### src/pkg/limit_cmp_regs.svh
// Register offsets, field positions, reset values and timing counts
`ifndef LIMIT_CMP_REGS_SVH
`define LIMIT_CMP_REGS_SVH
`define ADDR_CTRL 4'h0
`define ADDR_HIGH 4'h1
`define ADDR_LOW 4'h2
`define ADDR_HYST 4'h3
`define ADDR_OFFSET 4'h4
`define ADDR_ZERO_BAND 4'h5
`define ADDR_MOTION_BAND 4'h6
`define ADDR_MOTION_DELAY 4'h7
`define ADDR_STATUS 4'h8
`define ADDR_IRQ_STAT 4'h9
`define ADDR_IRQ_MASK 4'hA
`define ADDR_DISPLAY 4'hB
`define ADDR_CAP_IN 4'hC
`define ADDR_CAP_OUT 4'hD
`define ADDR_LIMIT_PAIR 4'hE
`define LIMIT_ORDER_ERROR_CODE 8'h08
`define CTRL_RESET 32'h0000_0000
`define HIGH_RESET 32'h0000_03E8
`define LOW_RESET 32'hFFFF_FC18
`define MOTION_WINDOW_MS 100
`define MS_PER_S 1000
`define CLOCK_HZ 250000000
`define MOTION_WINDOW_CYCLES ((`CLOCK_HZ / `MS_PER_S) * `MOTION_WINDOW_MS)
`define IRQ_HI_BIT 0
`define IRQ_LO_BIT 1
`define IRQ_ERR_BIT 2
`define IRQ_STABLE_BIT 3
`define IRQ_WIDTH 4
`endif

### src/pkg/limit_cmp_pkg.sv
// Types for the limit comparator
package limit_cmp_pkg;
   typedef enum logic [1:0] {
      gate_always = 2'h0,
      gate_stable = 2'h1,
      gate_nonzero = 2'h2,
      gate_both = 2'h3
   } gate_mode_t;
   typedef enum logic [1:0] {
      bus_idle = 2'h0,
      bus_answer = 2'h1
   } bus_state_t;
endpackage

### src/hw/limit_cmp.sv
// Limit comparator with offset, hysteresis, gating and capacity scaling
// Operation
// - High relay on when indication value strictly above high limit.
// - Low relay on when indication value strictly below low limit.
// - High and low limits are held as signed values.
// - Refuse limit pair with high not above low; show limit-order error code.
// - Two-bit gate: 0 always, 1 stable, 2 off zero, 3 both.
// - High relay releases once value at or below high minus hysteresis.
// - Low relay releases once value at or above low plus hysteresis.
// - Displayed value is measured value minus programmed offset.
// - Capacity display decimals by decade: 1-4 three, 5-40 two, 50-400 one, 500 none.
// - Zero vicinity when absolute value lies within zero band.
// - Stable when samples stay within motion band of 100 ms earlier for delay.
//
// Implementation choices: the register offsets and the Avalon-MM interface to the registers.
`include "limit_cmp_regs.svh"
module limit_cmp
   import limit_cmp_pkg::*;
#(
   parameter int W = 24,
   parameter int MOTION_CYCLES = `MOTION_WINDOW_CYCLES
) (
   input wire logic clock,
   input wire logic rstn,
   input wire logic sample_valid,
   input wire logic signed [W-1:0] sample_value,
   input wire logic [3:0] avs_address,
   input wire logic avs_read,
   input wire logic avs_write,
   input wire logic [31:0] avs_writedata,
   output logic [31:0] avs_readdata,
   output logic avs_waitrequest,
   output logic high_relay,
   output logic low_relay,
   output logic signed [W-1:0] display_value,
   output logic irq
);
   logic [1:0] gate_mode_r;
   logic signed [W-1:0] high_limit_r;
   logic signed [W-1:0] low_limit_r;
   logic [W-1:0] hyst_r;
   logic signed [W-1:0] offset_r;
   logic [W-1:0] zero_band_r;
   logic [W-1:0] motion_band_r;
   logic [15:0] motion_delay_r;
   logic [15:0] cap_in_r;
   logic [15:0] cap_mant_r;
   logic [1:0] cap_dec_r;
   logic cap_kilo_r;
   logic limit_err_r;
   logic signed [W-1:0] pend_r;
   logic [`IRQ_WIDTH-1:0] irq_stat_r;
   logic [`IRQ_WIDTH-1:0] irq_mask_r;
   logic stable_r;
   logic zero_near_r;
   logic [15:0] stable_cnt_r;
   logic [31:0] window_cnt_r;
   logic signed [W-1:0] ref_value_r;
   logic signed [W-1:0] last_value_r;
   logic ref_valid_r;
   bus_state_t bus_state_r;
   logic hi_set_ev;
   logic lo_set_ev;
   logic stable_ev;
   logic err_ev;
   logic bus_take;
   logic signed [W:0] corrected;
   logic signed [W:0] abs_val;
   logic signed [W:0] diff;
   logic signed [W:0] abs_diff;
   logic gate_open;
   logic hi_nxt;
   logic lo_nxt;
   logic signed [W-1:0] wr_value;
   logic wr_commit;
   logic window_end;
   logic in_band;
   logic zero_now;
   logic signed [W:0] high_ext;
   logic signed [W:0] low_ext;
   logic signed [W:0] hyst_ext;
   logic signed [W+1:0] hi_release;
   logic signed [W+1:0] lo_release;

   assign bus_take = (avs_read | avs_write) & (bus_state_r == bus_idle);
   // Writes land at the answer edge, while waitrequest is low
   assign wr_commit = avs_write & (bus_state_r == bus_answer);
   assign wr_value = avs_writedata[W-1:0];
   assign corrected = {sample_value[W-1], sample_value} - {offset_r[W-1], offset_r};
   assign abs_val = corrected[W] ? -corrected : corrected;
   assign zero_now = (abs_val <= {1'b0, zero_band_r});
   // Motion compares held samples; the value line is only valid with sample_valid
   assign diff = {last_value_r[W-1], last_value_r} - {ref_value_r[W-1], ref_value_r};
   assign abs_diff = diff[W] ? -diff : diff;
   assign window_end = (window_cnt_r >= 32'(MOTION_CYCLES - 1));
   assign in_band = (abs_diff <= {1'b0, motion_band_r});
   // Signed limit operands, one guard bit for the hysteresis sums
   assign high_ext = {high_limit_r[W-1], high_limit_r};
   assign low_ext = {low_limit_r[W-1], low_limit_r};
   assign hyst_ext = {1'b0, hyst_r};
   assign hi_release = high_ext - hyst_ext;
   assign lo_release = low_ext + hyst_ext;

   // Gate decode
   always_comb begin
      unique case (gate_mode_t'(gate_mode_r))
         gate_always: gate_open = 1'b1;
         gate_stable: gate_open = stable_r;
         gate_nonzero: gate_open = ~zero_now;
         gate_both: gate_open = stable_r & ~zero_now;
      endcase
   end

   // Relay decision with hysteresis
   always_comb begin
      hi_nxt = high_relay;
      lo_nxt = low_relay;
      if (!gate_open) begin
         hi_nxt = 1'b0;
         lo_nxt = 1'b0;
      end else begin
         if (corrected > high_ext) begin
            hi_nxt = 1'b1;
         end else if (corrected <= hi_release) begin
            hi_nxt = 1'b0;
         end
         if (corrected < low_ext) begin
            lo_nxt = 1'b1;
         end else if (corrected >= lo_release) begin
            lo_nxt = 1'b0;
         end
      end
   end

   assign hi_set_ev = sample_valid & hi_nxt & ~high_relay;
   assign lo_set_ev = sample_valid & lo_nxt & ~low_relay;

   // Relay outputs and display value
   always_ff @(posedge clock or negedge rstn) begin
      if (!rstn) begin
         high_relay <= 1'b0;
         low_relay <= 1'b0;
         display_value <= '0;
      end else if (sample_valid) begin
         high_relay <= hi_nxt;
         low_relay <= lo_nxt;
         display_value <= corrected[W-1:0];
      end
   end

   // Zero vicinity flag
   always_ff @(posedge clock or negedge rstn) begin
      if (!rstn) begin
         zero_near_r <= 1'b0;
      end else if (sample_valid) begin
         zero_near_r <= zero_now;
      end
   end

   // Motion detect: compare to reference taken each 100 ms window
   always_ff @(posedge clock or negedge rstn) begin
      if (!rstn) begin
         window_cnt_r <= '0;
         ref_value_r <= '0;
         ref_valid_r <= 1'b0;
         stable_cnt_r <= '0;
         stable_r <= 1'b0;
         last_value_r <= '0;
      end else begin
         if (sample_valid) begin
            last_value_r <= sample_value;
         end
         if (window_end) begin
            window_cnt_r <= '0;
            ref_value_r <= last_value_r;
            ref_valid_r <= 1'b1;
            if (ref_valid_r && in_band) begin
               if (stable_cnt_r >= motion_delay_r) begin
                  stable_r <= 1'b1;
               end else begin
                  stable_cnt_r <= stable_cnt_r + 16'h0001;
               end
            end else begin
               stable_cnt_r <= '0;
               stable_r <= 1'b0;
            end
         end else begin
            window_cnt_r <= window_cnt_r + 32'h0000_0001;
         end
      end
   end

   // Fires once, at the window that turns the stable flag on
   assign stable_ev = window_end & ref_valid_r & in_band & (stable_cnt_r >= motion_delay_r) & ~stable_r;
   assign err_ev = wr_commit & (avs_address == `ADDR_LIMIT_PAIR)
      & ~($signed(avs_writedata[31:16]) > $signed(avs_writedata[15:0]));

   // Limit and setting registers
   always_ff @(posedge clock or negedge rstn) begin
      if (!rstn) begin
         gate_mode_r <= 2'h0;
         high_limit_r <= W'(signed'(`HIGH_RESET));
         low_limit_r <= W'(signed'(`LOW_RESET));
         hyst_r <= '0;
         offset_r <= '0;
         zero_band_r <= '0;
         motion_band_r <= '0;
         motion_delay_r <= '0;
         limit_err_r <= 1'b0;
         pend_r <= '0;
         irq_mask_r <= '0;
      end else if (wr_commit) begin
         unique case (avs_address)
            `ADDR_CTRL: gate_mode_r <= avs_writedata[1:0];
            `ADDR_HIGH: pend_r <= wr_value;
            `ADDR_LOW: begin
               if (pend_r > wr_value) begin
                  high_limit_r <= pend_r;
                  low_limit_r <= wr_value;
                  limit_err_r <= 1'b0;
               end else begin
                  limit_err_r <= 1'b1;
               end
            end
            `ADDR_LIMIT_PAIR: begin
               if (!err_ev) begin
                  high_limit_r <= W'($signed(avs_writedata[31:16]));
                  low_limit_r <= W'($signed(avs_writedata[15:0]));
                  limit_err_r <= 1'b0;
               end else begin
                  limit_err_r <= 1'b1;
               end
            end
            `ADDR_HYST: hyst_r <= wr_value;
            `ADDR_OFFSET: offset_r <= wr_value;
            `ADDR_ZERO_BAND: zero_band_r <= wr_value;
            `ADDR_MOTION_BAND: motion_band_r <= wr_value;
            `ADDR_MOTION_DELAY: motion_delay_r <= avs_writedata[15:0];
            `ADDR_IRQ_MASK: irq_mask_r <= avs_writedata[`IRQ_WIDTH-1:0];
            default: ;
         endcase
      end
   end

   // Capacity display scaling by decade
   always_ff @(posedge clock or negedge rstn) begin
      if (!rstn) begin
         cap_in_r <= '0;
         cap_mant_r <= '0;
         cap_dec_r <= 2'h0;
         cap_kilo_r <= 1'b0;
      end else if (wr_commit && avs_address == `ADDR_CAP_IN) begin
         cap_in_r <= avs_writedata[15:0];
         cap_kilo_r <= avs_writedata[16];
         cap_mant_r <= avs_writedata[15:0];
         if (avs_writedata[15:0] < 16'h0005) begin
            cap_dec_r <= 2'h3;
         end else if (avs_writedata[15:0] < 16'h0032) begin
            cap_dec_r <= 2'h2;
         end else if (avs_writedata[15:0] < 16'h01F4) begin
            cap_dec_r <= 2'h1;
         end else begin
            cap_dec_r <= 2'h0;
         end
      end
   end

   // Interrupt status, cleared by a read; a new event wins over the clear
   logic [`IRQ_WIDTH-1:0] ev_vec;
   assign ev_vec = {stable_ev, err_ev | (wr_commit & avs_address == `ADDR_LOW & ~(pend_r > wr_value)),
      lo_set_ev, hi_set_ev};
   always_ff @(posedge clock or negedge rstn) begin
      if (!rstn) begin
         irq_stat_r <= '0;
      end else if (bus_take && avs_read && avs_address == `ADDR_IRQ_STAT) begin
         irq_stat_r <= ev_vec;
      end else begin
         irq_stat_r <= irq_stat_r | ev_vec;
      end
   end

   always_ff @(posedge clock or negedge rstn) begin
      if (!rstn) begin
         irq <= 1'b0;
      end else begin
         irq <= |((irq_stat_r | ev_vec) & irq_mask_r);
      end
   end

   // Avalon slave: one wait cycle, answer on the second edge
   always_ff @(posedge clock or negedge rstn) begin
      if (!rstn) begin
         bus_state_r <= bus_idle;
         avs_waitrequest <= 1'b1;
         avs_readdata <= '0;
      end else begin
         unique case (bus_state_r)
            bus_idle: begin
               if (bus_take) begin
                  bus_state_r <= bus_answer;
                  avs_waitrequest <= 1'b0;
                  avs_readdata <= '0;
                  if (avs_read) begin
                     unique case (avs_address)
                        `ADDR_CTRL: avs_readdata <= {30'h0, gate_mode_r};
                        `ADDR_HIGH: avs_readdata <= 32'(high_limit_r);
                        `ADDR_LOW: avs_readdata <= 32'(low_limit_r);
                        `ADDR_HYST: avs_readdata <= 32'(hyst_r);
                        `ADDR_OFFSET: avs_readdata <= 32'(offset_r);
                        `ADDR_ZERO_BAND: avs_readdata <= 32'(zero_band_r);
                        `ADDR_MOTION_BAND: avs_readdata <= 32'(motion_band_r);
                        `ADDR_MOTION_DELAY: avs_readdata <= {16'h0, motion_delay_r};
                        `ADDR_STATUS: avs_readdata <= {16'h0,
                           (limit_err_r ? `LIMIT_ORDER_ERROR_CODE : 8'h00),
                           3'h0, limit_err_r, zero_near_r, stable_r, low_relay, high_relay};
                        `ADDR_IRQ_STAT: avs_readdata <= {28'h0, irq_stat_r};
                        `ADDR_IRQ_MASK: avs_readdata <= {28'h0, irq_mask_r};
                        `ADDR_DISPLAY: avs_readdata <= 32'(display_value);
                        `ADDR_CAP_IN: avs_readdata <= {15'h0, cap_kilo_r, cap_in_r};
                        `ADDR_CAP_OUT: avs_readdata <= {13'h0, cap_kilo_r, cap_dec_r, cap_mant_r};
                        default: avs_readdata <= 32'h0000_0000;
                     endcase
                  end
               end
            end
            bus_answer: begin
               bus_state_r <= bus_idle;
               avs_waitrequest <= 1'b1;
            end
            default: begin
               bus_state_r <= bus_idle;
               avs_waitrequest <= 1'b1;
            end
         endcase
      end
   end
endmodule

### config.mk
export PLATFORM = sky130hd
export DESIGN_NAME = limit_cmp
export DESIGN_NICKNAME = d
export VERILOG_FILES = /design/src/pkg/limit_cmp_pkg.sv /design/src/hw/limit_cmp.sv
export VERILOG_INCLUDE_DIRS = /design/src /design/src/pkg
export SDC_FILE = /design/constraint.sdc
export NUM_CORES = 1
export LEC_CHECK = 0
export BUFFER_PORTS_ARGS = -buffer_cell sky130_fd_sc_hd__buf_4
export CELL_PAD_IN_SITES_DETAIL_PLACEMENT = 2
export CELL_PAD_IN_SITES_GLOBAL_PLACEMENT = 2
export CORE_MARGIN = 2
export CORE_UTILIZATION = 43
export CTS_CLUSTER_DIAMETER = 200
export CTS_CLUSTER_SIZE = 8
export DETAILED_ROUTE_END_ITERATION = 8
export PLACE_DENSITY_LB_ADDON = 0.08
export SYNTH_ARGS = -nofsm -noshare
export SYNTH_HDL_FRONTEND = slang
export SYNTH_SLANG_ARGS = --single-unit
export TNS_END_PERCENT = 100
### constraint.sdc
create_clock -name clock -period 10.8 [get_ports clock]
set_input_delay 1.08 -clock clock [delete_from_list [all_inputs] [get_ports clock]]
set_output_delay 1.08 -clock clock [all_outputs]
set_load 0.05 [all_outputs]
==> flow_summary.json, run 1 <==
{
  "status": "finished clean",
  "cpMaxStageDelayCell": "or4_1",
  "clk_pin_slew_ns": 0.07,
  "worstReg2RegEnd": "irq$_DFF_PN0_",
  "layout_common_cells": "344 x dfrtp_1, 330 x nand2_1, 307 x ha_1, 279 x o21ai_0, 261 x inv_1",
  "stdcell_count": 3908,
  "area_growth_pct": 12.2,
  "cts_made_buffers": 51,
  "internal_power_mw": 4.55,
  "fin_nets": 3468,
  "ys_seq_elements": 367,
  "ys_types": 94,
  "place_ws_ns": 3.98,
  "crit_fanout": 14,
  "ir_drop_mv": 0.136,
  "fp.dieW_um": 252,
  "leakagePower_nw": 13.9,
  "wl_um": 124000,
  "drv_slew": 0,
  "relSlewSlack_pct": 24.6,
  "clock_latency_ns": 0.63,
  "die_area_sq_um": 63300,
  "die_y_um": 252,
  "p_switching_mw": 4.41,
  "critPathRequiredTime_ns": 11.36,
  "r2r_cells": 28,
  "place_inst": 3821,
  "hold_violations": 0,
  "drc_errors": 0,
  "tns_ns": 0,
  "postCtsHoldBufs": 0,
  "post_drt_wl_per_cell_um": 31.8,
  "multi_input_area_sq_um": 15700,
  "std_cell_rows": 90,
  "clockBufferDepth": 3,
  "grt_pass1_vias": 27200,
  "r2r-start": "last_value_r[0]$_DFFE_PN0P_",
  "dr.pass1.iters": 5,
  "synth-warning-count": 0,
  "setup-violations-final": 0,
  "final_common_cell": "dfrtp_1",
  "period_needed_ns": 6.65,
  "place_hpwl_um": 94300,
  "core-area_sq_um": 60500,
  "syn_area_sq_um": 26300,
  "synth_edf_count": 0,
  "drive_above_1_share_pct": 11.6,
  "drt_iter0_drc": 1885,
  "arrival_ns": 7.21,
  "syn_inst": 3011,
  "gp_congestion": 1.02,
  "regToRegSetupSlack_ns": 4.15,
  "ios": 125,
  "cts_resized": 0,
  "tritoncts": "yes",
  "syn_avg_cell_area_sq_um": 8.75,
  "register_area_sq_um": 9210,
  "powerDensity_nw_per_um2": 303,
  "port-buffer-count": 124,
  "crit_path_start": "last_value_r[0]$_DFFE_PN0P_",
  "startpoint_type": "flip-flop",
  "crit_path_max_incr_delay_ns": 0.61,
  "overflow": 0,
  "final.period_utilization_pct": 61.6,
  "grt.total_usage_pct": 39.2,
  "fmax_ghz": 0.150,
  "viasPerCell": 6.35,
  "ys_async_sr_fraction_pct": 100,
  "grt_antenna_before_repair": 7,
  "vias": 24800,
  "path_class": "flip-flop to flip-flop",
  "synth_ff_type": "dfrtp_1",
  "cts_sinks": 367,
  "rsz0062_at_grt": "no",
  "start_util_pct": 43.6,
  "finClkSkew_ns": 0.0339,
  "h-tree-depth": 2,
  "antenna_left": 0,
  "fin_ws_ns": 4.15,
  "root_buffer": "clkbuf_16",
  "cap_violations": 0,
  "power_mw": 8.96,
  "grt_pass1_wl_um": 183000,
  "post_cts_buffers": 0,
  "worst_slew_pin_slew_ns": 1.13,
  "p_sw_share_pct": 49.2,
  "p_seq_share_pct": 25.2,
  "seq_area_frac_synth_pct": 35.0,
  "hp-class": "primary input to asynchronous set/reset pin",
  "clkPwrFrac_pct": 17.6,
  "fill_cells": 6566,
  "grt_max_degree": 169,
  "worstSetupEndpointType": "flip-flop",
  "pwr-share-comb_pct": 57.2
}
[power groups by stage]
stage	combinational, mW	clock, mW	sequential (mW)
after global placement	4.71	0	2.23
after global routing	5.58	1.63	2.26
after detailed placement	4.98	0	2.25
after floorplan	3.11	0	2.18
final	5.12	1.57	2.26
after CTS	5.05	1.59	2.24
[metrics by stage]
step                hold WS, ns  util, %  area, sq um
finish                    0.409     48.9        29600
global route              0.493     48.9        29600
detailed placement        0.481     46.5        28100
global placement          0.464     46.5        28100
floorplan                 0.449        -        26400
CTS                       0.466     48.9        29600
[cell usage after synthesis (24+ instances only)]
master    count  area, sq um
nor3_1       49          245
xor2_1       66          578
xnor2_1      90          788
nand2_1     330         1240
nand4_1      60          375
clkbuf_1    113          424
nor2b_1      31          194
a211oi_1     25          188
mux2_2       77          867
o21a_1       38          285
nand3_1      53          265
dfrtp_1     344         8610
ha_1        307         3840
inv_1       261          980
a22oi_1      54          405
a21o_1       71          533
o21ai_0     279         1400
a21oi_1     174          871
a31oi_1      24          150
nor2_1      200          751
nand2b_1     27          169
[critical path: cells and delay by family, from the launching register on]
family	cells	cell delay, ns
AO/OA/AOI/OAI	16	3.64
flip-flops	1	0.39
XOR/XNOR	1	0.17
buffers and inverters	3	0.32
AND/OR/NAND/NOR	5	1.19
adder cells (fa/ha/maj)	3	0.90
[how the worst max path moves through the flow]
stage                                       end  slack (ns)  cells past startpoint
floorplan                         irq$_DFF_PN0_        5.24                     23
global placement                  irq$_DFF_PN0_        4.14                     21
detailed placement                irq$_DFF_PN0_        3.98                     21
CTS                               irq$_DFF_PN0_        4.13                     28
global route        stable_cnt_r[2]$_DFFE_PN0P_        3.73                     28
finish                            irq$_DFF_PN0_        4.15                     28
[routing by layer]
| metal | vias to the layer above | track usage [%] | part of all wire, % |
|---|---|---|---|
| met3 | 303 | 5.98 | 5.8 |
| met2 | 843 | 64.1 | 46 |
| met1 | 12900 | 48.1 | 40 |
| met4 | 4 | 26.1 | 7.8 |
| li1 | 10800 | - | - |
| met5 | - | 0 | 0.025 |
[area by class of cell]
class                   count  area share [%]
diodes                      1         0.00847
multi-input cells        2256            53.2
repair buffers            155            4.00
well taps                 782            3.31
flip-flops and latches    367            31.2
clock buffers              85            4.89
clock inverters             1          0.0677
inverters                 261            3.31
[registers in the layout (all words and copies together), names as in the netlist, 2 cells and up]
signal / count
window_cnt_r: 32
pend_r: 24
hyst_r: 24
avs_readdata: 25
last_value_r: 24
gate_mode_r: 2
motion_delay_r: 16
high_limit_r: 24
offset_r: 24
zero_band_r: 24
motion_band_r: 24
low_limit_r: 24
irq_mask_r: 4
ref_value_r: 24
display_value: 24
stable_cnt_r: 16
cap_dec_r: 2
irq_stat_r: 4
cap_mant_r: 16
[cell families after synthesis]
| family | after synthesis | synth area share [%] |
|---|---|---|
| AO/OA/AOI/OAI | 832 | 20.1 |
| XOR/XNOR | 156 | 5.19 |
| adder cells (fa/ha/maj) | 311 | 14.9 |
| buffers and inverters | 394 | 5.79 |
| flip-flops | 367 | 35.0 |
| multiplexers | 84 | 3.56 |
| other | 1 | 0.0142 |
| AND/OR/NAND/NOR | 866 | 15.5 |
No activity file was read; power rests on OpenSTA's default activity.
==> inputs of run 2 (changes only) <==
--- a/config.mk
+++ b/config.mk
@@ -10,7 +10,7 @@
 export CELL_PAD_IN_SITES_DETAIL_PLACEMENT = 2
 export CELL_PAD_IN_SITES_GLOBAL_PLACEMENT = 2
 export CORE_MARGIN = 2
-export CORE_UTILIZATION = 43
+export CORE_UTILIZATION = 39
 export CTS_CLUSTER_DIAMETER = 200
 export CTS_CLUSTER_SIZE = 8
 export DETAILED_ROUTE_END_ITERATION = 8
==> constraint.sdc (replaced) <==
create_clock -name clock -period 7 [get_ports clock]
set_input_delay 0.7 -clock clock [delete_from_list [all_inputs] [get_ports clock]]
set_output_delay 0.7 -clock clock [all_outputs]
set_load 0.05 [all_outputs]
==> flow_summary.json, run 2 (synthesis gave the netlist of run 1 again) <==
{
  "status": "finished clean",
  "stdcell_count": 4012,
  "critPathRequiredTime_ns": 7.54,
  "core-area_sq_um": 67000,
  "post_cts_buffers": 0,
  "powerDensity_nw_per_um2": 462,
  "hp-class": "primary input to asynchronous set/reset pin",
  "largest_reg_flops": 32,
  "cts_sinks": 367,
  "ios": 125,
  "die_y_um": 264,
  "startpoint_type": "flip-flop",
  "cts_made_buffers": 51,
  "top_register": "window_cnt_r",
  "grt.total_usage_pct": 35.0,
  "crit_path_start": "high_limit_r[8]$_DFFE_PN1P_",
  "die_area_sq_um": 69700,
  "fin_ws_ns": 0.163,
  "cts_resized": 0,
  "drv_slew": 0,
  "root_buffer": "clkbuf_16",
  "dpl_cell_area_sq_um": 28300,
  "h-tree-depth": 2,
  "dr.pass1.iters": 5,
  "start_util_pct": 39.3,
  "gp_congestion": 0.933,
  "clockBufferDepth": 3,
  "tritoncts": "yes",
  "fin_nets": 3480,
  "relSlewSlack_pct": 22.3,
  "cap_violations": 0,
  "clock_latency_ns": 0.61,
  "holdWs_ns": 0.165,
  "multi_input_area_sq_um": 15700,
  "place_inst": 3924,
  "drt_iter0_drc": 1794,
  "finClkSkew_ns": 0.0209,
  "viasPerCell": 6.07,
  "final_area_sq_um": 29800,
  "ir_drop_mv": 0.197,
  "period_needed_ns": 6.84,
  "path_class": "flip-flop to flip-flop",
  "overflow": 0,
  "grt_antenna_before_repair": 7,
  "place_hpwl_um": 94100,
  "regToRegSetupSlack_ns": 0.16,
  "fmax_ghz": 0.146,
  "setup-violations-final": 0,
  "drc_errors": 0,
  "postCtsHoldBufs": 0,
  "fp.dieW_um": 264,
  "final_common_cell": "dfrtp_1",
  "worst_slew_pin_slew_ns": 1.15,
  "wl_um": 122000,
  "r2r-start": "high_limit_r[8]$_DFFE_PN1P_",
  "final.period_utilization_pct": 97.7,
  "worstSetupEndpointType": "flip-flop",
  "arrival_ns": 7.38,
  "grt_pass1_vias": 26800,
  "leakagePower_nw": 13.9,
  "place_ws_ns": 0.292,
  "fill_cells": 7441,
  "tns_ns": 0,
  "port-buffer-count": 124,
  "layout_common_cells": "344 x dfrtp_1, 330 x nand2_1, 307 x ha_1, 279 x o21ai_0, 261 x inv_1",
  "hold_violations": 0,
  "crit_fanout": 5,
  "rsz0062_at_grt": "no",
  "std_cell_rows": 95,
  "finish.utilization_pct": 44.4,
  "grt_max_degree": 159,
  "post_drt_wl_per_cell_um": 30.5,
  "area_growth_pct": 13.0,
  "power_mw": 13.7,
  "reg_top3": "window_cnt_r (32), avs_readdata (25)",
  "grt_pass1_wl_um": 180000,
  "register_area_sq_um": 9210,
  "clk_pin_slew_ns": 0.06,
  "drive_above_1_share_pct": 12.0,
  "antenna_left": 0,
  "vias": 24400
}
## run 2: power by group
part	internal (mW)	switching (mW)	total, mW
combinational	2.99	4.90	7.89
clock	1.39	1.05	2.43
sequential	2.68	0.753	3.43
## run 2: worst paths after layout
path	to	cells after the start
worst max-delay path	irq$_DFF_PN0_	20
worst min-delay path	hyst_r[14]$_DFFE_PN0P_	1
worst max register to register	irq$_DFF_PN0_	20
worst min register to register	avs_readdata[12]$_DFFE_PN0P_	2
max in group asynchronous	motion_delay_r[5]$_DFFE_PN0P_	2
min in group clock	high_limit_r[9]$_DFFE_PN1P_	3
## run 2: layout make-up
type	instances	area share [%]
Inverter	261	3.29
Antenna cell	4	0.0336
Tap cell	873	3.67
Sequential cell	367	30.9
Timing Repair Buffer	167	4.28
Clock inverter	1	0.0672
Clock buffer	83	4.83
Multi-Input combinational cell	2256	52.9
## run 2: layer usage
layer  vias up  routed length [um]  track usage [%]
met1     12600               50100             43.2
li1      10800                   -                -
met3       285                6580             5.11
met4         2                9050             22.1
met2       695               56500             57.5
met5         -                  11                0
## run 2: worst max-delay path: stages, from the launching register on
cell	delay, ns
dfstp_2	0.68
ha_1	0.25
nand2_1	0.06
o21ai_0	0.88
o211ai_1	0.29
a311oi_1	0.37
o21a_1	0.18
o21ai_0	0.16
a21boi_0	0.55
a211oi_1	0.18
nor3_1	0.29
ha_1	0.25
nand4_1	0.15
nor4_1	0.82
o21ai_0	0.31
o21ai_0	0.33
mux2i_1	0.13
o22a_2	0.29
a211o_1	0.33
nand3b_4	0.16
nand4_1	0.07
